<file path="config.mk">
export PLATFORM = sky130hd
export DESIGN_NAME = qsr_status
export DESIGN_NICKNAME = d
export VERILOG_FILES = /design/src/core/qsr_pkg.sv /design/src/core/qsr_status.sv
export VERILOG_INCLUDE_DIRS = /design/src /design/src/core
export SDC_FILE = /design/constraint.sdc
export NUM_CORES = 1
export LEC_CHECK = 0
export ABC_AREA = 1
export BUFFER_PORTS_ARGS = -buffer_cell sky130_fd_sc_hd__buf_4
export CAP_MARGIN = 20
export CORE_MARGIN = 1.5
export CORE_UTILIZATION = 63
export DETAILED_ROUTE_END_ITERATION = 12
export PLACE_DENSITY_LB_ADDON = 0.1
export SLEW_MARGIN = 20
export SYNTH_ARGS = -nofsm -noshare
export SYNTH_HDL_FRONTEND = slang
export SYNTH_SLANG_ARGS = --single-unit
</file>
<file path="constraint.sdc">
create_clock -name clk -period 3.63 [get_ports clk]
set_clock_uncertainty 0.2 [all_clocks]
set_input_delay 0.363 -clock clk [delete_from_list [all_inputs] [get_ports clk]]
set_output_delay 0.363 -clock clk [all_outputs]
set_load 0.02 [all_outputs]
</file>
<file path="src/core/qsr_defs.svh">
// constants for the doubtful result status and service request block
`ifndef QSR_DEFS_SVH
`define QSR_DEFS_SVH
`define QSR_NCH 2
`define QSR_NWIN 2
`define QSR_NLM 4
`define QSR_NI 8
`define QSR_SUB_W 16
`define QSR_STB_W 8
`define QSR_LM_USED 16'h00ff
`define QSR_OV_USED 16'h000f
`define QSR_TM_USED 16'h0002
`define QSR_OV_INPUT_BIT 3
`define QSR_TM_SHORT_BIT 1
`define QSR_STB_REQ_MASK 8'hbc
`define QSR_STB_ERRQ_BIT 2
`define QSR_STB_DOUBT_BIT 3
`define QSR_STB_OBUF_BIT 4
`define QSR_STB_ESB_BIT 5
`define QSR_STB_MSS_BIT 6
`define QSR_STB_OPER_BIT 7
`define QSR_PP_SENSE_BIT 8
`define QSR_RST_ENAB 16'h0000
`define QSR_RST_SRE 8'h00
`define QSR_RST_PPE 8'h00
`endif

</file>
<file path="src/core/qsr_pkg.sv">
// types shared by the doubtful result status block
package qsr_pkg;
  typedef enum logic [2:0] {
    QSR_SEL_LM,
    QSR_SEL_OV,
    QSR_SEL_TM,
    QSR_SEL_SRE,
    QSR_SEL_PPE,
    QSR_SEL_STB,
    QSR_SEL_RECON,
    QSR_SEL_NONE
  } qsr_sel_e;
  typedef enum logic [1:0] {
    QSR_PART_COND,
    QSR_PART_EVENT,
    QSR_PART_ENAB,
    QSR_PART_NONE
  } qsr_part_e;
endpackage

</file>
<file path="src/core/qsr_status.sv">
// doubtful result sub-registers, status byte, request and poll logic
`timescale 1ns/100ps
`include "qsr_defs.svh"
module qsr_status
  import qsr_pkg::*;
(
  // clock and reset
  input wire logic clk,
  input wire logic rst,
  // measurement conditions, sampled each clock
  input wire logic [`QSR_NLM*8-1:0] limit_margin_fail,
  input wire logic [`QSR_NCH-1:0] rf_overload,
  input wire logic [`QSR_NCH-1:0] rf_underload,
  input wire logic [`QSR_NCH-1:0] if_overload,
  input wire logic [`QSR_NCH-1:0] input_overload,
  input wire logic [`QSR_NCH-1:0] sweep_too_short,
  // other status byte sources
  input wire logic err_queue_nonempty,
  input wire logic out_buf_avail,
  input wire logic event_status_sum,
  input wire logic oper_sum,
  // query port
  input wire logic query_req,
  input wire logic [2:0] query_sel,
  input wire logic [1:0] query_part,
  input wire logic query_chan,
  input wire logic query_win,
  output logic query_valid_q,
  output logic [`QSR_SUB_W-1:0] query_data_q,
  // setting port
  input wire logic set_req,
  input wire logic [2:0] set_sel,
  input wire logic set_chan,
  input wire logic set_win,
  input wire logic [`QSR_SUB_W-1:0] set_data,
  // results towards the controller and front end
  output logic srq_q,
  output logic pp_resp_q,
  output logic [`QSR_STB_W-1:0] stb_q,
  output logic [`QSR_NCH-1:0] rf_connect_q
);

  ////////////////////////////////////////////////////////////////////////
  // instance addressing: limit margin per channel and window, then
  // overload per channel, then timing per channel
  localparam int NI = `QSR_NI;
  logic [2:0] q_idx, s_idx;
  logic [2:0] q_base, s_base;
  assign q_base = (query_sel == QSR_SEL_OV) ? 3'h4 :
                  (query_sel == QSR_SEL_TM) ? 3'h6 : 3'h0;
  assign s_base = (set_sel == QSR_SEL_OV) ? 3'h4 :
                  (set_sel == QSR_SEL_TM) ? 3'h6 : 3'h0;
  assign q_idx = (query_sel == QSR_SEL_LM) ?
                 {1'b0, query_chan, query_win} :
                 q_base + {2'h0, query_chan};
  assign s_idx = (set_sel == QSR_SEL_LM) ?
                 {1'b0, set_chan, set_win} :
                 s_base + {2'h0, set_chan};
  logic q_sub, s_sub;
  assign q_sub = query_sel == QSR_SEL_LM || query_sel == QSR_SEL_OV ||
                 query_sel == QSR_SEL_TM;
  assign s_sub = set_sel == QSR_SEL_LM || set_sel == QSR_SEL_OV ||
                 set_sel == QSR_SEL_TM;

  ////////////////////////////////////////////////////////////////////////
  // raw condition vectors, bit 15 and unused bits forced low
  logic [`QSR_SUB_W-1:0] raw [NI];
  logic [`QSR_SUB_W-1:0] used [NI];
  logic [`QSR_SUB_W-1:0] cond_q [NI];
  logic [`QSR_SUB_W-1:0] event_q [NI];
  logic [`QSR_SUB_W-1:0] enab_q [NI];
  logic [NI-1:0] sub_sum;

  genvar gi;
  generate
    for (gi = 0; gi < NI; gi++) begin : g_inst
      logic [`QSR_SUB_W-1:0] cond_d, event_d, enab_d;
      logic rd_clr, wr_en;
      if (gi < `QSR_NLM) begin : g_lm
        assign raw[gi] = {8'h00, limit_margin_fail[gi*8 +: 8]};
        assign used[gi] = `QSR_LM_USED;
      end else if (gi < `QSR_NLM + `QSR_NCH) begin : g_ov
        localparam int C = gi - `QSR_NLM;
        assign raw[gi] = {12'h000, input_overload[C],
                          if_overload[C],
                          rf_underload[C],
                          rf_overload[C]};
        assign used[gi] = `QSR_OV_USED;
      end else begin : g_tm
        localparam int C = gi - `QSR_NLM - `QSR_NCH;
        assign raw[gi] = {14'h0000, sweep_too_short[C], 1'b0};
        assign used[gi] = `QSR_TM_USED;
      end
      // unused bits and bit 15 never store anything
      assign cond_d = raw[gi] & used[gi];
      assign rd_clr = query_req && q_sub && q_idx == 3'(gi) &&
                      query_part == QSR_PART_EVENT;
      // a rising condition in the read cycle survives the clear
      assign event_d = (event_q[gi] & {`QSR_SUB_W{~rd_clr}}) |
                       (cond_d & ~cond_q[gi]);
      assign wr_en = set_req && s_sub && s_idx == 3'(gi);
      assign enab_d = wr_en ? (set_data & used[gi]) : enab_q[gi];
      assign sub_sum[gi] = |(event_q[gi] & enab_q[gi]);
      always_ff @(posedge clk) begin
        if (rst) begin
          cond_q[gi] <= '0;
          event_q[gi] <= '0;
          enab_q[gi] <= `QSR_RST_ENAB;
        end else begin
          cond_q[gi] <= cond_d;
          event_q[gi] <= event_d;
          enab_q[gi] <= enab_d;
        end
      end
    end
  endgenerate

  ////////////////////////////////////////////////////////////////////////
  // status byte, request and parallel poll
  logic [`QSR_STB_W-1:0] sre_q, ppe_q, stb_d, stb_base;
  logic pp_sense_q, mss, pp_d;
  assign stb_base = {oper_sum, 1'b0, event_status_sum, out_buf_avail,
                     |sub_sum, err_queue_nonempty, 2'b00};
  assign mss = |(stb_base & sre_q & `QSR_STB_REQ_MASK);
  assign stb_d = stb_base | ({7'h00, mss} << `QSR_STB_MSS_BIT);
  // bit 6 takes part in the poll as well
  assign pp_d = (|(stb_d & ppe_q)) ^ pp_sense_q;

  // enable masks for the status byte; sense rides in the poll write
  always_ff @(posedge clk) begin
    if (rst) begin
      sre_q <= `QSR_RST_SRE;
      ppe_q <= `QSR_RST_PPE;
      pp_sense_q <= 1'b0;
    end else if (set_req && set_sel == QSR_SEL_SRE) begin
      sre_q <= set_data[`QSR_STB_W-1:0];
    end else if (set_req && set_sel == QSR_SEL_PPE) begin
      ppe_q <= set_data[`QSR_STB_W-1:0];
      pp_sense_q <= set_data[`QSR_PP_SENSE_BIT];
    end
  end

  // registered outputs keep the pins glitch free
  always_ff @(posedge clk) begin
    if (rst) begin
      stb_q <= '0;
      srq_q <= 1'b0;
      pp_resp_q <= 1'b0;
    end else begin
      stb_q <= stb_d;
      srq_q <= mss;
      pp_resp_q <= pp_d;
    end
  end

  ////////////////////////////////////////////////////////////////////////
  // input protection: once tripped, only reset or an explicit reconnect with the
  // level back in range restores the path; a reconnect while still
  // overloaded is ignored
  genvar gc;
  generate
    for (gc = 0; gc < `QSR_NCH; gc++) begin : g_prot
      logic recon;
      assign recon = set_req && set_sel == QSR_SEL_RECON &&
                     set_chan == 1'(gc) && !input_overload[gc];
      always_ff @(posedge clk) begin
        if (rst) begin
          rf_connect_q[gc] <= 1'b1;
        end else if (input_overload[gc]) begin
          rf_connect_q[gc] <= 1'b0;
        end else if (recon) begin
          rf_connect_q[gc] <= 1'b1;
        end
      end
    end
  endgenerate

  ////////////////////////////////////////////////////////////////////////
  // query answer one clock after the request; unmapped reads give zero
  logic [`QSR_SUB_W-1:0] sub_word, q_word;
  assign sub_word = (query_part == QSR_PART_COND) ? cond_q[q_idx] :
                    (query_part == QSR_PART_EVENT) ? event_q[q_idx] :
                    (query_part == QSR_PART_ENAB) ? enab_q[q_idx] : '0;
  assign q_word = q_sub ? sub_word :
                  (query_sel == QSR_SEL_SRE) ? {8'h00, sre_q} :
                  (query_sel == QSR_SEL_PPE) ? {8'h00, ppe_q} :
                  (query_sel == QSR_SEL_STB) ? {8'h00, stb_q} : '0;

  always_ff @(posedge clk) begin
    if (rst) begin
      query_valid_q <= 1'b0;
      query_data_q <= '0;
    end else begin
      query_valid_q <= query_req;
      query_data_q <= query_req ? q_word : '0;
    end
  end

  ////////////////////////////////////////////////////////////////////////
  // checks
  property p_lm_bit;
    @(posedge clk) disable iff (rst)
    limit_margin_fail[0] |=> cond_q[0][0];
  endproperty
  a_lm_bit: assert property (p_lm_bit) else $error("lm cond lost");

  property p_bit15;
    @(posedge clk) disable iff (rst)
    !cond_q[4][15] && !event_q[2][15] && !enab_q[6][0];
  endproperty
  a_bit15: assert property (p_bit15) else $error("inert bit set");

  property p_event_rise;
    @(posedge clk) disable iff (rst)
    $rose(cond_q[1][3]) |-> event_q[1][3] ##0 1'b1 or
    (event_q[1][3] == 1'b1);
  endproperty
  a_event_rise: assert property (p_event_rise) else $error("no latch");

  property p_read_clear;
    @(posedge clk) disable iff (rst)
    (query_req && query_sel == QSR_SEL_OV && query_part == QSR_PART_EVENT
     && !query_chan && cond_q[4] == '0 && raw[4] == '0) |=> event_q[4] == '0;
  endproperty
  a_read_clear: assert property (p_read_clear) else $error("no clear");

  property p_ovl_disc;
    @(posedge clk) disable iff (rst)
    input_overload[0] |=> !rf_connect_q[0] ##1 (!rf_connect_q[0] ||
      $past(set_req) && $past(set_sel) == QSR_SEL_RECON);
  endproperty
  a_ovl_disc: assert property (p_ovl_disc) else $error("not cut");

  property p_srq;
    @(posedge clk) disable iff (rst)
    (|(stb_base & sre_q & `QSR_STB_REQ_MASK)) |=> srq_q && stb_q[6];
  endproperty
  a_srq: assert property (p_srq) else $error("srq missing");

  property p_srq_only;
    @(posedge clk) disable iff (rst)
    srq_q |->
      ($past(stb_base) & $past(sre_q) & `QSR_STB_REQ_MASK) != 8'h00;
  endproperty
  a_srq_only: assert property (p_srq_only) else $error("stray srq");

  property p_doubt_sum;
    @(posedge clk) disable iff (rst)
    (|(event_q[7] & enab_q[7])) |=> stb_q[`QSR_STB_DOUBT_BIT];
  endproperty
  a_doubt_sum: assert property (p_doubt_sum) else $error("no sum");

  property p_pp;
    @(posedge clk) disable iff (rst)
    1'b1 |=> pp_resp_q == ((|($past(stb_d) & $past(ppe_q))) ^
                           $past(pp_sense_q));
  endproperty
  a_pp: assert property (p_pp) else $error("poll wrong");

  property p_answer;
    @(posedge clk) disable iff (rst)
    query_req |=> query_valid_q ##1 !query_valid_q || $past(query_req);
  endproperty
  a_answer: assert property (p_answer) else $error("no answer");

  property p_rf_ov;
    @(posedge clk) disable iff (rst)
    rf_overload[0] |=> cond_q[4][0];
  endproperty
  a_rf_ov: assert property (p_rf_ov) else $error("rf ovld lost");

  property p_underload;
    @(posedge clk) disable iff (rst)
    rf_underload[0] |=> cond_q[4][1];
  endproperty
  a_underload: assert property (p_underload) else $error("unld lost");

  property p_if_ov;
    @(posedge clk) disable iff (rst)
    if_overload[0] |=> cond_q[4][2];
  endproperty
  a_if_ov: assert property (p_if_ov) else $error("if ovld lost");

  property p_in_ov;
    @(posedge clk) disable iff (rst)
    input_overload[0] |=> cond_q[4][3];
  endproperty
  a_in_ov: assert property (p_in_ov) else $error("input ovld lost");

  // a wrong channel map would leak channel 0 into channel 1
  property p_ov_sep;
    @(posedge clk) disable iff (rst)
    !rf_overload[1] |=> !cond_q[5][0];
  endproperty
  a_ov_sep: assert property (p_ov_sep) else $error("chan leak");

  property p_short;
    @(posedge clk) disable iff (rst)
    sweep_too_short[1] |=> cond_q[7][1] && !cond_q[7][0];
  endproperty
  a_short: assert property (p_short) else $error("short lost");

  property p_reconnect;
    @(posedge clk) disable iff (rst)
    (set_req && set_sel == QSR_SEL_RECON && !set_chan &&
     !input_overload[0]) |=> rf_connect_q[0];
  endproperty
  a_reconnect: assert property (p_reconnect) else $error("no recon");

  c_srq: cover property (@(posedge clk) disable iff (rst) $rose(srq_q));
  c_disc: cover property (@(posedge clk) disable iff (rst)
    $fell(rf_connect_q[0]) ##[1:20] rf_connect_q[0]);
  c_clear: cover property (@(posedge clk) disable iff (rst)
    event_q[0] != '0 ##1 event_q[0] == '0);
  c_pp: cover property (@(posedge clk) disable iff (rst) $rose(pp_resp_q));
  c_short: cover property (@(posedge clk) disable iff (rst)
    $rose(event_q[7][1]));
endmodule

</file>
* Yosys cells after proc, flatten, opt, wreduce, memory -nomap -nowiden
Memory sizes are Yosys's and may differ from the RTL's.
Index checks and enable logic that the tools add are counted.
W data, S select, Z words.
** Operators by class
- Reductions and logical operators :: 51
- Shift-type cells :: 0
- $lt $le $gt $ge :: 0
- Bitwise gates (word level) :: 79
- Equal/unequal tests :: 26
- Multipliers :: 0
- Multiplexer cells :: 52
- Add/subtract/negate cells :: 2
- Div/mod/pow operators :: 0
** Operators with widths (number)
- $mux W16 :: 28
- $and A16 B16 Y16 :: 16
- $not A16 Y16 :: 8
- $or A16 B16 Y16 :: 8
- $reduce_or A128 Y1 :: 1
- $mux W8 :: 11
- $and A8 B16 Y16 :: 4
- $eq A3 B3 Y1 const B :: 12
- $logic_and A1 B1 Y1 :: 33
- $and A2 B16 Y16 :: 2
- $and A4 B16 Y16 :: 2
- $eq A3 B2 Y1 const B :: 8
- $or A1 B1 Y1 :: 24
- $mux W3 :: 6
- $and A8 B8 Y8 :: 2
- $eq A3 B1 Y1 const B :: 4
- $logic_not A3 Y1 :: 4
- $not A1 Y1 :: 11
- $or A8 B7 Y8 :: 1
- $reduce_or A8 Y1 :: 1
- $mux W1 :: 7
- $add A3 B1 Y3 :: 2
- $reduce_or A5 Y1 :: 1
- $logic_or A1 B1 Y1 :: 4
- 8 further kinds :: 10
** Storage, ports and cells
- Word-level logic and storage cells :: 223
- ROM bits :: 0
- Memories :: 3
- Register bits after elaboration :: 46
- Output and inout bits :: 29
- RAM bits :: 320
- Latch bits :: 0
- Bits of input ports :: 78
** Memories
- enab_q :: depth 8, bits a word 16, read ports 9, clocked after Yosys merged registers in 0, write ports 8, line qsr_status.sv:71 : logic [`QSR_SUB_W-1:0] enab_q [NI];
- event_q :: depth 8, bits a word 16, read ports 9, clocked after Yosys merged registers in 0, write ports 8, line qsr_status.sv:70 : logic [`QSR_SUB_W-1:0] event_q [NI];
- cond_q :: depth 8, bits a word 8, read ports 9, clocked after Yosys merged registers in 0, write ports 8, line qsr_status.sv:69 : logic [`QSR_SUB_W-1:0] cond_q [NI];

* Depth between registers and ports, before layout
Gate-level depths: netlist (run 1).
- Depth after elaboration :: 12
- Mapped depth :: 16
- Mapped depth without buffers :: 14

* Least setup slack after synthesis (run 1)
No wires, ideal clock.
- Kind :: input to register
- Start :: input port query_sel[1]
- End :: memory event_q[5][12] in the netlist's numbering
- Slack :: 1.582 ns
- Stages :: 8
- Required time :: 3.300 ns
- Arrival time :: 1.718 ns
- Setup time :: 0.130 ns
- Buffers on the path :: 2
- Cells stage by stage :: buf_4 -> a21oi_4 -> o21ai_2 -> nor2_2 -> nand2_4 -> nor2_4 -> buf_2 -> nor3_1
** RTL lines
- start: declaration :: line qsr_status.sv:24 : input wire logic [2:0] query_sel,
- end: declaration :: line qsr_status.sv:70

* Final worst setup path (run 1)
- Start :: input port query_sel[0]
- End :: register query_data_q[5]
** On the way
- Longest elaborated chain between the ends :: 10
- Elaborated cells on any way between the ends :: 22
- Classes of those cells :: 1 x add/sub; 5 x eq/ne; 10 x mux; 3 x reduce/logical; 3 x memory
** Ends and longest elaborated chain
- $eq A3 B2 Y1 :: line qsr_status.sv:50, qsr_status.sv:61
- $mux W3 :: line qsr_status.sv:50 : (query_sel == QSR_SEL_TM) ? 3'h6 : 3'h0;
- $mux W3 :: line qsr_status.sv:49 : assign q_base = (query_sel == QSR_SEL_OV) ? 3'h4 :
- $add A3 B1 Y3 :: line qsr_status.sv:55 : q_base + {2'h0, query_chan};
- $mux W3 :: line qsr_status.sv:53 : assign q_idx = (query_sel == QSR_SEL_LM) ?
- $mem_v2 Z8 W16
- $mux W16 :: line qsr_status.sv:183 : (query_part == QSR_PART_ENAB) ? enab_q[q_idx] : '0;
- $mux W16 :: line qsr_status.sv:182 : (query_part == QSR_PART_EVENT) ? event_q[q_idx] :
- $mux W16 :: line qsr_status.sv:181 : assign sub_word = (query_part == QSR_PART_COND) ? cond_q[q_idx] :
- $mux W16 (*) :: line qsr_status.sv:184 : assign q_word = q_sub ? sub_word :
- end signal: assignment :: line qsr_status.sv:195 : query_data_q <= query_req ? q_word : '0;
- end: declaration :: line qsr_status.sv:29 : output logic [`QSR_SUB_W-1:0] query_data_q,
Mark *: on every way between the ends. The rest lies on a longest branch, timed or not.
A chain may end at the register's enable or synchronous reset.

==> results of run 1 <==
-- path summary, 6_finish.rpt --
path	start	to	slack, ns	cells after the start
max	query_sel[0]	query_data_q[5]	1.02	13
min	query_req	query_valid_q	0.09	3
max reg2reg	enab_q[4][3]	pp_resp_q	1.80	12
min reg2reg	event_q[0][14]	event_q[0][14]	0.24	2
-- worst reg2reg max path: stages (launching register included) --
cell,delay [ns]
dfxtp_1,0.34
nand2_1,0.13
nand2_1,0.07
nor2_1,0.15
nand2_1,0.07
nor2_1,0.08
nand3_1,0.22
nand2_1,0.16
nand2_1,0.06
nand2_1,0.08
nand3_1,0.07
nand2_1,0.06
nor2_1,0.04
-- final cells by class --
| class | instances | share of cell area [%] |
|---|---|---|
| repair buffers | 173 | 11.1 |
| clock buffers | 35 | 5.79 |
| clock inverters | 13 | 1.50 |
| multi-input cells | 1070 | 36.1 |
| inverters | 166 | 4.82 |
| flip-flops and latches | 255 | 38.6 |
| diodes | 1 | 0.0189 |
| well taps | 220 | 2.08 |
-- metal layers --
metal / GRT usage, % / share of wire, % / vias up / wire length, um
met2: 62.7 / 47 / 512 / 15500
met1: 45.3 / 39 / 4880 / 12800
met3: 5.67 / 8.4 / 121 / 2760
met5: 3.06 / 0.21 / - / 69
li1: - / - / 5120 / -
met4: 16.7 / 4.9 / 2 / 1610
-- logic make-up after synthesis --
| group | Yosys count | synth area share [%] |
|---|---|---|
| buffers and inverters | 232 | 9.11 |
| AOI/OAI and AO/OA | 198 | 11.1 |
| DFF | 255 | 47.0 |
| and+or+nand+nor | 870 | 32.7 |
| other | 1 | 0.0345 |
-- sequential cells by signal, summed over array words and instances (netlist names) --
signal and count:
cond_q 42, ppe_q 8, enab_q 42, query_data_q 16, event_q 128, pp_resp_q 1
rf_connect_q 2, pp_sense_q 1, stb_q 6, sre_q 8, query_valid_q 1
-- through the flow --
step	utilization, %	hold slack, ns	setup slack, ns	cells
after floorplan	-	0.223	1.58	1557
after global placement	69.6	0.231	0.681	1819
after detailed placement	69.6	0.234	0.672	1819
after CTS	79.2	0.0739	1.13	1932
after global routing	79.3	0.0977	0.811	1933
final	79.3	0.0856	1.02	1933
-- report_power, final --
part	switching (mW)	total (mW)	internal (mW)	leakage [nW]
combinational	0.426	0.682	0.256	3.62
sequential	0.0794	2.97	2.89	2.08
clock	1.13	2.96	1.84	0.473
total	1.63	6.61	4.98	6.17
-- layout by cell type (no fill, tap or decap), types with 8 or more instances in the layout --
| master | instances |
|---|---|
| nand2_1 | 450 |
| nor2_1 | 325 |
| dfxtp_1 | 255 |
| inv_1 | 154 |
| buf_4 | 107 |
| o21ai_0 | 77 |
| dlygate4sd3_1 | 65 |
| a21oi_1 | 59 |
| nand3_1 | 33 |
| nor3_1 | 33 |
| clkbuf_16 | 27 |
| o22ai_1 | 15 |
| a22oi_2 | 10 |
| o2111ai_1 | 10 |
| nand4_1 | 8 |
==> results.ini, run 1 <==
[sta]
maxSlewHeadroom_pct = 32.7
hold_viol_final = 0
worst_pin_slew_ns = 1.01
fmax_mhz = 384
rsz0062_at_grt = no
setup_viol = 0
fin_tns_setup_ns = 0
min_period_ns = 2.61
fin_crit_sh_pct = 71.8
slew_viol_final = 0

[clock_network]
h-tree-depth = 1
post_cts_resize_count = 0
clockBufferDepth = 3
cts_sinks = 255
cts_buffers = 26
cts_tree = yes
cts_setup_buffers = 0
holdBufCountCts = 65
cts-root-buf = clkbuf_16
clkLatencyLatePin_ns = 0.53
clk_pin_slew_ns = 0.06

[worst_setup_path]
cpPeakStageDelay_ns = 0.40
slowest_stage = nand2_4
critPathKind = input pin to flop
crit_fanout = 31
crit_arrival_ns = 2.82
cp_common_cell = nand2_1
path_cells = buf_4 > nor2_2 > nand2_1 > nand2_1 > nand2_4 > nand2_4 > inv_4 > nand2_1 > nand2_1 > o21ai_0 > nand3_1 > nor2_1 > nor2_1
cp.required_ns = 3.84
path_delay_family = simple AND/OR/NAND/NOR gates
worst-path-buf-inv = 2
critPathLaunchType = input pin
endpoint_kind = flop

[power_and_ir_drop]
ir_drop_mv = 0.438
p_leak_nw = 6.17
power.total_mw = 6.61
powerDensity_nw_per_um2 = 500

[floorplanning]
die_h_um = 134
num_io_pins = 107
die_x_um = 134
std_cell_rows = 47
start_util_pct = 65.1
core_um2 = 16700
die_area_um2 = 18000

[logic_synthesis]
synthFlopType = dfxtp_1
synth_top_area_share_pct = 47.0
syn_area_um2 = 10900
synth.top_cells.by_area = dfxtp_1 47%, nand2_1 16%, nor2_1 11%
syn_inst = 1556
yosysWarnings = 0
synth_top_area_cell = dfxtp_1
avgSynthCellArea_um2 = 6.98
seq_area_frac_synth_pct = 47.0
synth-edff-count = 0
ys_ff_latch = 255
synth_most_common_cell = nand2_1
synth-async-reset-ratio_pct = 0
yosys-top-cells-count = 450 x nand2_1, 325 x nor2_1, 255 x dfxtp_1, 155 x inv_1, 78 x o21ai_0
synth_cell_types = 39

[global_routing]
grt_pass1_vias = 10300
grt_pass1_wl_mm = 52.0
track_usage_pct = 36.6
antenna_found_initial = 1
grt_max_degree = 101
grt.overflow.total = 0

[hold_path]
hp-class = input pin to flop

[routing]
drtAntennaViolNets = 0
wl_mm = 32.8
drc = 0
vias = 10600
wl_per_cell_um = 17.0
drtIter0Drc = 1138
vias_per_cell = 5.50
dr.pass1.iters = 6

[status]
status = completed

[placement]
placed_area_um2 = 11600
port_buffers = 97
place_congestion = 0.997
dp_hpwl_mm = 21.2

[cells_and_area]
layout-drive-gt1-share_pct = 11.9
syn2layout_area_growth_pct = 21.8
multi_input_area_um2 = 4780
seq_area_um2 = 5100
nets = 1770
fillCellCount = 1203
fin_area_um2 = 13200

[flow_run]
cap_violations = 0

Note: power is estimated with default switching activity, not from simulation.
==> run 2, diff against run 1 <==
--- a/config.mk
+++ b/config.mk
@@ -6,11 +6,11 @@
 export SDC_FILE = /design/constraint.sdc
 export NUM_CORES = 1
 export LEC_CHECK = 0
-export ABC_AREA = 1
+export ABC_AREA = 0
 export BUFFER_PORTS_ARGS = -buffer_cell sky130_fd_sc_hd__buf_4
 export CAP_MARGIN = 20
 export CORE_MARGIN = 1.5
-export CORE_UTILIZATION = 63
+export CORE_UTILIZATION = 53
 export DETAILED_ROUTE_END_ITERATION = 12
 export PLACE_DENSITY_LB_ADDON = 0.1
 export SLEW_MARGIN = 20
==> constraint.sdc (replaced) <==
create_clock -name clk -period 2.3 [get_ports clk]
set_clock_uncertainty 0.2 [all_clocks]
set_input_delay 0.23 -clock clk [delete_from_list [all_inputs] [get_ports clk]]
set_output_delay 0.23 -clock clk [all_outputs]
set_load 0.02 [all_outputs]
==> run 2 against run 1 <==
  * Global-route usage shrank 2.0 points
  * Critical endpoint is now pp_resp_q
  * Sequential power grew 58%
  * Sequential cell count is the same
  * Utilization shrank 4.7 points
  * First-iteration DRC count shrank 44%
  * Cell count shrank 16%
  * Critical path depth shrank 7
  * Critical path type is now flop to flop
  * The flow now finishes with violations (setup timing)
  * Sequential share of layout area shrank 2.0 points
==> results.ini, run 2 <==
[status]
status = finished with violations
violations = setup timing

[cells_and_area]
largest_reg_flops = 128  ; unchanged
fillCellCount = 1388  ; +15%
layout_commonest_cell = dfxtp_1
regMostFlops = event_q
mostFrequentLayoutCells = 255 x dfxtp_1, 251 x buf_4, 115 x nand2_1, 89 x and2_1, 77 x nor2_1
reg_top3 = event_q: 128 flops, cond_q: 42 flops, enab_q: 42 flops
diodes = 0  ; -1
nets = 1446  ; -18%
layout-drive-gt1-share_pct = 24.3  ; +12 points
syn2layout_area_growth_pct = 37.9

[worst_setup_path]
endpoint_kind = flop
cpPeakStageDelay_ns = 0.36  ; -0.04 ns
critPathLaunchType = flop
cp.required_ns = 2.52  ; -1.32 ns
critPathKind = flop to flop
cp_common_cell = nand4_1
crit_arrival_ns = 2.53  ; -0.29 ns
slowest_stage = mux2_2
crit_fanout = 2  ; -94%
path_cells = a22oi_1 > nand4_1 > nor4_2 > nand4_1 > a221oi_2 > mux2_2

[global_routing]
track_usage_pct = 34.7  ; -2.0 points
grt.overflow.total = 0  ; unchanged
grt_pass1_vias = 9099  ; -12%
grt_pass1_wl_mm = 52.7  ; +1.2%
antenna_found_initial = 0  ; -1
grt_max_degree = 77  ; -24%

[power_and_ir_drop]
p_leak_nw = 6.13  ; -0.75%
power_frac_comb_pct = 11.0  ; +0.7 points
powerDensity_nw_per_um2 = 782  ; +57%
p_switching_mw = 2.57  ; +58%
seqPwrFrac_pct = 42.8  ; -2.1 points
swShare_pct = 23.6  ; -1.1 points
ir_drop_mv = 0.522  ; +19%
power.total_mw = 10.9  ; +65%
pwr-share-clk_pct = 46.2  ; +1.4 points
intPower_mw = 8.34  ; +68%

[routing]
vias = 9086  ; -15%
drtIter0Drc = 633  ; -44%
wl_per_cell_um = 20.9  ; +23%
dr.pass1.iters = 5  ; -1
drc = 0  ; unchanged
vias_per_cell = 5.60  ; +1.8%
drtAntennaViolNets = 0  ; unchanged
wl_mm = 33.9  ; +3.5%

[logic_synthesis]
yosys-top-cells-count = 255 x dfxtp_1, 115 x nand2_1, 89 x and2_1, 77 x nor2_1, 73 x a21oi_1
synth_top_area_cell = dfxtp_1
ys_ff_latch = 255  ; unchanged
synth_most_common_cell = dfxtp_1
syn_area_um2 = 10100  ; -6.9%
avgSynthCellArea_um2 = 9.38  ; +34%
synth_cell_types = 53  ; +36%
seq_area_frac_synth_pct = 50.5  ; +3.5 points
synthFlopType = dfxtp_1
synth-edff-count = 0  ; unchanged
yosysWarnings = 0  ; unchanged
synth_top_area_share_pct = 50.5  ; +3.5 points
synth.top_cells.by_area = dfxtp_1 50%, mux2i_1 6.1%, and2_1 5.5%
synth-async-reset-ratio_pct = 0  ; unchanged
syn_inst = 1079  ; -31%

[sta]
setup_ws_ns = -0.0167  ; -1.04 ns
fmax_mhz = 432
slew_viol_final = 0  ; unchanged
min_period_ns = 2.32
setup_viol = 1  ; +1
hold_viol_final = 0  ; unchanged
fin_tns_setup_ns = -0.0167  ; -0.0167 ns
fin_crit_sh_pct = 101
worst_pin_slew_ns = 0.646  ; -0.364 ns
maxSlewHeadroom_pct = 56.5  ; +24 points
rsz0062_at_grt = yes

[floorplanning]
die_area_um2 = 19900  ; +10%
die_x_um = 141  ; +5.1%
die_h_um = 141  ; +5.1%
num_io_pins = 107  ; unchanged
start_util_pct = 54.1  ; -11 points
std_cell_rows = 50  ; +6.4%
core_um2 = 18700  ; +12%

[clock_network]
cts_buffers = 27  ; +3.8%
clkLatencyLatePin_ns = 0.53  ; about the same
clockBufferDepth = 3  ; unchanged
h-tree-depth = 1  ; unchanged
cts_setup_buffers = 0  ; unchanged
cts-root-buf = clkbuf_16
cts_sinks = 255  ; unchanged
clk_pin_slew_ns = 0.06  ; about the same
cts_tree = yes

[hold_path]
hp-class = input pin to flop

[placement]
dp_hpwl_mm = 24.6  ; +16%
place_congestion = 0.939  ; -5.8%
port_buffers = 97  ; unchanged

[flow_run]
cap_violations = 0  ; unchanged

==> run 2: changes by cell type after synthesis, sizes merged, moves of 13 or more <==
cell | previous run | this run
nor2b | 0 | 57
nand3 | 35 | 21
clkbuf | 34 | 47
a22o | 0 | 46
and2 | 0 | 90
nand2 | 456 | 116
buf | 32 | 19
nor2 | 338 | 77
nor3 | 33 | 9
inv | 165 | 47
mux2i | 0 | 62
o21ai | 83 | 21
mux4 | 0 | 14
==> run 2: path summary, 6_finish.rpt <==
check                      from  slack (ns)            to  depth (start not counted)
hold / removal       set_sel[1]        0.03  enab_q[6][1]                          4
hold reg to reg        sre_q[6]        0.26      sre_q[6]                          2
setup reg to reg  event_q[2][7]       -0.02     pp_resp_q                          6
setup / recovery  event_q[2][7]       -0.02     pp_resp_q                          6
==> run 2: power groups by stage <==
stage | clock (mW) | sequential [mW] | combinational (mW)
2_1_floorplan | 0 | 4.74 | 0.529
3_3_place_gp | 0 | 4.77 | 1.07
3_5_place_dp | 0 | 4.76 | 1.08
4_1_cts | 5.06 | 4.67 | 1.18
5_1_grt | 5.26 | 4.68 | 1.28
6_report | 5.04 | 4.68 | 1.20
==> run 2: cell families after synthesis <==
kind of cell              count (synthesis)  share of synthesized area [%]
xor gates and xnor gates                  1                         0.0866
buffers and inverters                   114                           4.59
DFF                                     255                           50.5
AOI/OAI and AO/OA                       235                           15.7
muxes                                    80                           9.70
and+or+nand+nor                         393                           19.4
other                                     1                         0.0371
==> run 2: metal layers <==
metal  vias up  GRT usage, %  share of wire (%)
met4         0          12.1                3.5
met1      4337          47.5                 44
met5         -             0                  0
met3        67          6.28                7.3
met2       348          55.2                 45
li1       4334             -                  -
==> run 2: critical path: cells and delay by family, from the launching register on <==
family | cells | cell delay, ns
simple gates | 3 | 0.73
mux | 1 | 0.36
flops | 1 | 0.33
compound gates | 2 | 0.58
==> run 2: per-stage QoR <==
step                      cells  hold WS (ns)  setup WS (ns)  cell area (um2)  util [%]
after floorplan            1080         0.133         -0.145            10200         -
after global placement     1505         0.229         -0.298            12200      65.2
after detailed placement   1505         0.233         -0.279            12200      65.2
after CTS                  1623        0.0270        -0.0606            13900      74.5
after global routing       1623        0.0619        -0.0998            14000      74.6
final                      1623        0.0337        -0.0167            14000      74.6
==> run 2: cell type report <==
| type | count | area, um2 | area share, % |
|---|---|---|---|
| sequential | 255 | 5100 | 36.6 |
| multi-input combinational | 711 | 4640 | 33.3 |
| timing repair buffer | 325 | 2690 | 19.2 |
| clock buffer | 32 | 734 | 5.26 |
| clock inverter | 18 | 313 | 2.24 |
| tap | 234 | 293 | 2.10 |
| inverter | 48 | 180 | 1.29 |
==> run 2: what timing repair did <==
item / in CTS / in global routing
resized for setup: 3 / 3
endpoints found under the setup margin: 2 / 2
endpoints found under the hold margin: 143 / 0
hold buffers: 68 / 0
pin swaps: 1 / 2
==> run 3, diff against run 2 <==
--- a/config.mk
+++ b/config.mk
@@ -9,7 +9,6 @@
 export ABC_AREA = 0
 export BUFFER_PORTS_ARGS = -buffer_cell sky130_fd_sc_hd__buf_4
 export CAP_MARGIN = 20
-export CORE_MARGIN = 1.5
 export CORE_UTILIZATION = 53
 export DETAILED_ROUTE_END_ITERATION = 12
 export PLACE_DENSITY_LB_ADDON = 0.1
==> run 3 against run 2 <==
  * The run now ends clean
  * Via count increased by 0.28%
  * Die area decreased by 1.4%
  * Setup slack improved by 0.11 ns
  * Clock power decreased by 15%
  * Count of clock-buffer cells in the layout increased by 11
  * Cell count increased by 0.68%
  * Largest cell class unchanged
==> results.ini, run 3 (same netlist as run 2, synthesis figures left out) <==
[cells_and_area]
layout-drive-gt1-share_pct = 24.1  ; -0.19 points
fin_area_um2 = 13900  ; -0.22%
final_core_util_pct = 74.4  ; -0.17 points
nets = 1458  ; +0.83%
stdcell_count = 1634  ; +0.68%
largest_reg_flops = 128  ; unchanged
layout_commonest_cell = buf_4
diodes = 0  ; unchanged
mostFrequentLayoutCells = 255 x buf_4, 253 x dfxtp_1, 115 x nand2_1, 89 x and2_1, 78 x dlygate4sd3_1
reg_top3 = event_q: 128 flops, cond_q: 42 flops, enab_q: 42 flops
regMostFlops = event_q
syn2layout_area_growth_pct = 37.6
fillCellCount = 1360  ; -2.0%

[routing]
vias = 9111  ; +0.28%
drtAntennaViolNets = 0  ; unchanged
dr.pass1.iters = 5  ; unchanged
drc = 0  ; unchanged
wl_per_cell_um = 20.4  ; -2.4%
wl_mm = 33.3  ; -1.8%
drtIter0Drc = 725  ; +15%
vias_per_cell = 5.58  ; -0.40%

[sta]
hold_viol_final = 0  ; unchanged
min_period_ns = 2.21  ; -0.105 ns
fmax_mhz = 452  ; +4.8%
maxSlewHeadroom_pct = 57.8  ; +1.3 points
fin_tns_setup_ns = 0  ; +0.0167 ns
worst_pin_slew_ns = 0.626  ; -0.0196 ns
setup_viol = 0  ; -1
slew_viol_final = 0  ; unchanged
fin_crit_sh_pct = 96.1  ; -4.6 points

[worst_setup_path]
path_cells = a22oi_1 > buf_4 > nand4_1 > nor4_2 > nand4_1 > buf_6 > a221oi_4 > mux2_4
cp.required_ns = 2.51  ; about the same
cp_common_cell = nand4_1
endpoint_kind = flop
reg2reg_slack_ns = 0.09  ; +0.11 ns
rr_endpoint = pp_resp_q
crit_fanout = 3  ; +1
critPathKind = flop to flop
slowest_stage = dfxtp_2
r2r-start = event_q[5][0]
cpPeakStageDelay_ns = 0.36  ; about the same
ff2ff_path_depth = 8  ; +2
crit_arrival_ns = 2.42  ; -0.11 ns
critPathLaunchType = flop

[global_routing]
track_usage_pct = 34.3  ; -0.38 points
grt_use_met3_pct = 7.97  ; +1.7 points
antenna_found_initial = 0  ; unchanged
grt.overflow.total = 0  ; unchanged
grt_pass1_wl_mm = 51.1  ; -2.9%
grtUsageMet1_pct = 47.5  ; about the same
grt_max_degree = 47  ; -39%
met2_usage_pct = 52.8  ; -2.4 points
grt.busiest_layer = met2
grt_pass1_vias = 8744  ; -3.9%

[clock_network]
clk_pin_slew_ns = 0.06  ; about the same
clockBufferDepth = 3  ; unchanged
cts_sinks = 255  ; unchanged
cts-root-buf = clkbuf_16
cts_tree = yes
clkLatencyLatePin_ns = 0.53  ; about the same
h-tree-depth = 1  ; unchanged
cts_buffers = 26  ; -3.7%

[power_and_ir_drop]
power.total_mw = 10.2  ; -6.6%
ir_drop_mv = 0.655  ; +26%
p_leak_nw = 6.12  ; -0.17%
powerDensity_nw_per_um2 = 732  ; -6.4%

[floorplanning]
die_x_um = 140  ; -0.71%
die_area_um2 = 19600  ; -1.4%
die_h_um = 140  ; -0.71%
core_um2 = 18700  ; unchanged
num_io_pins = 107  ; unchanged
std_cell_rows = 50  ; unchanged
start_util_pct = 54.1  ; unchanged

[hold_path]
hold_depth = 2  ; -2
hold_start = rst
min_to = cond_q[5][0]
hp-class = input pin to flop

[flow_run]
cap_violations = 0  ; unchanged

[status]
status = completed

[placement]
place_congestion = 0.990  ; +5.4%
port_buffers = 97  ; unchanged
place_inst = 1507  ; +0.13%
placed_area_um2 = 12200  ; about the same
dp_hpwl_mm = 24.3  ; -1.4%

-- run 3: changes by cell type in the layout (fill, tap and decap cells not counted), sizes merged --
cell / delta
bufinv: -7
buf: +3
clkinv: -6
clkbuf: +11
dlygate4sd3: +10
-- run 3: timing repair --
action                                 4_1_cts  5_1_grt
endpoints found under the hold margin      145        0
setup endpoints to repair                    2        2
pin swaps                                    1        5
cloned                                       0        0
hold buffers                                78        0
resized for setup                            2       12
setup buffers                                0        1
-- run 3: report_power, final --
| group | switching, mW | leakage (nW) | internal [mW] |
|---|---|---|---|
| clock | 1.74 | 0.436 | 2.55 |
| combinational | 0.607 | 3.60 | 0.611 |
| sequential | 0.130 | 2.08 | 4.56 |
| total | 2.48 | 6.12 | 7.72 |
-- run 3: stage by stage --
stage                     setup slack, ns  hold WS, ns
after detailed placement           -0.264        0.236
after floorplan                    -0.145        0.133
after global routing              -0.0236       0.0450
final                              0.0888       0.0201
after global placement             -0.234        0.227
after CTS                         -0.0513    0.0000712
-- run 3: cell type report --
cell class,count,area (um2),share of cell area (%)
inverter,48,180,1.29
clock inverter,5,53.8,0.386
timing repair buffer,338,2790,20.0
clock buffer,43,826,5.93
tap,234,293,2.10
sequential,255,5110,36.7
multi-input combinational,711,4680,33.6
-- run 3: worst max-delay path by stage --
stage	start	end
CTS	event_q[0][3]	pp_resp_q
finish	event_q[5][0]	pp_resp_q
floorplan	query_sel[1]	query_data_q[7]
detailed placement	query_sel[2]	query_data_q[7]
global route	event_q[3][7]	pp_resp_q
global placement	query_sel[2]	query_data_q[7]
-- run 3: worst max-delay path, delay by kind of cell (launching register included) --
kind | cells | cell delay [ns]
AOI/OAI and AO/OA | 2 | 0.44
DFF | 1 | 0.36
buffers and inverters | 2 | 0.32
and+or+nand+nor | 3 | 0.47
muxes | 1 | 0.32
-- run 3: per-layer routing --
| metal | share of wire [%] | wire length (um) | vias to the layer above |
|---|---|---|---|
| met3 | 9.4 | 3140 | 64 |
| met1 | 44 | 14600 | 4294 |
| met5 | 0 | 0 | - |
| met2 | 44 | 14500 | 411 |
| met4 | 3.2 | 1070 | 0 |
| li1 | - | - | 4342 |
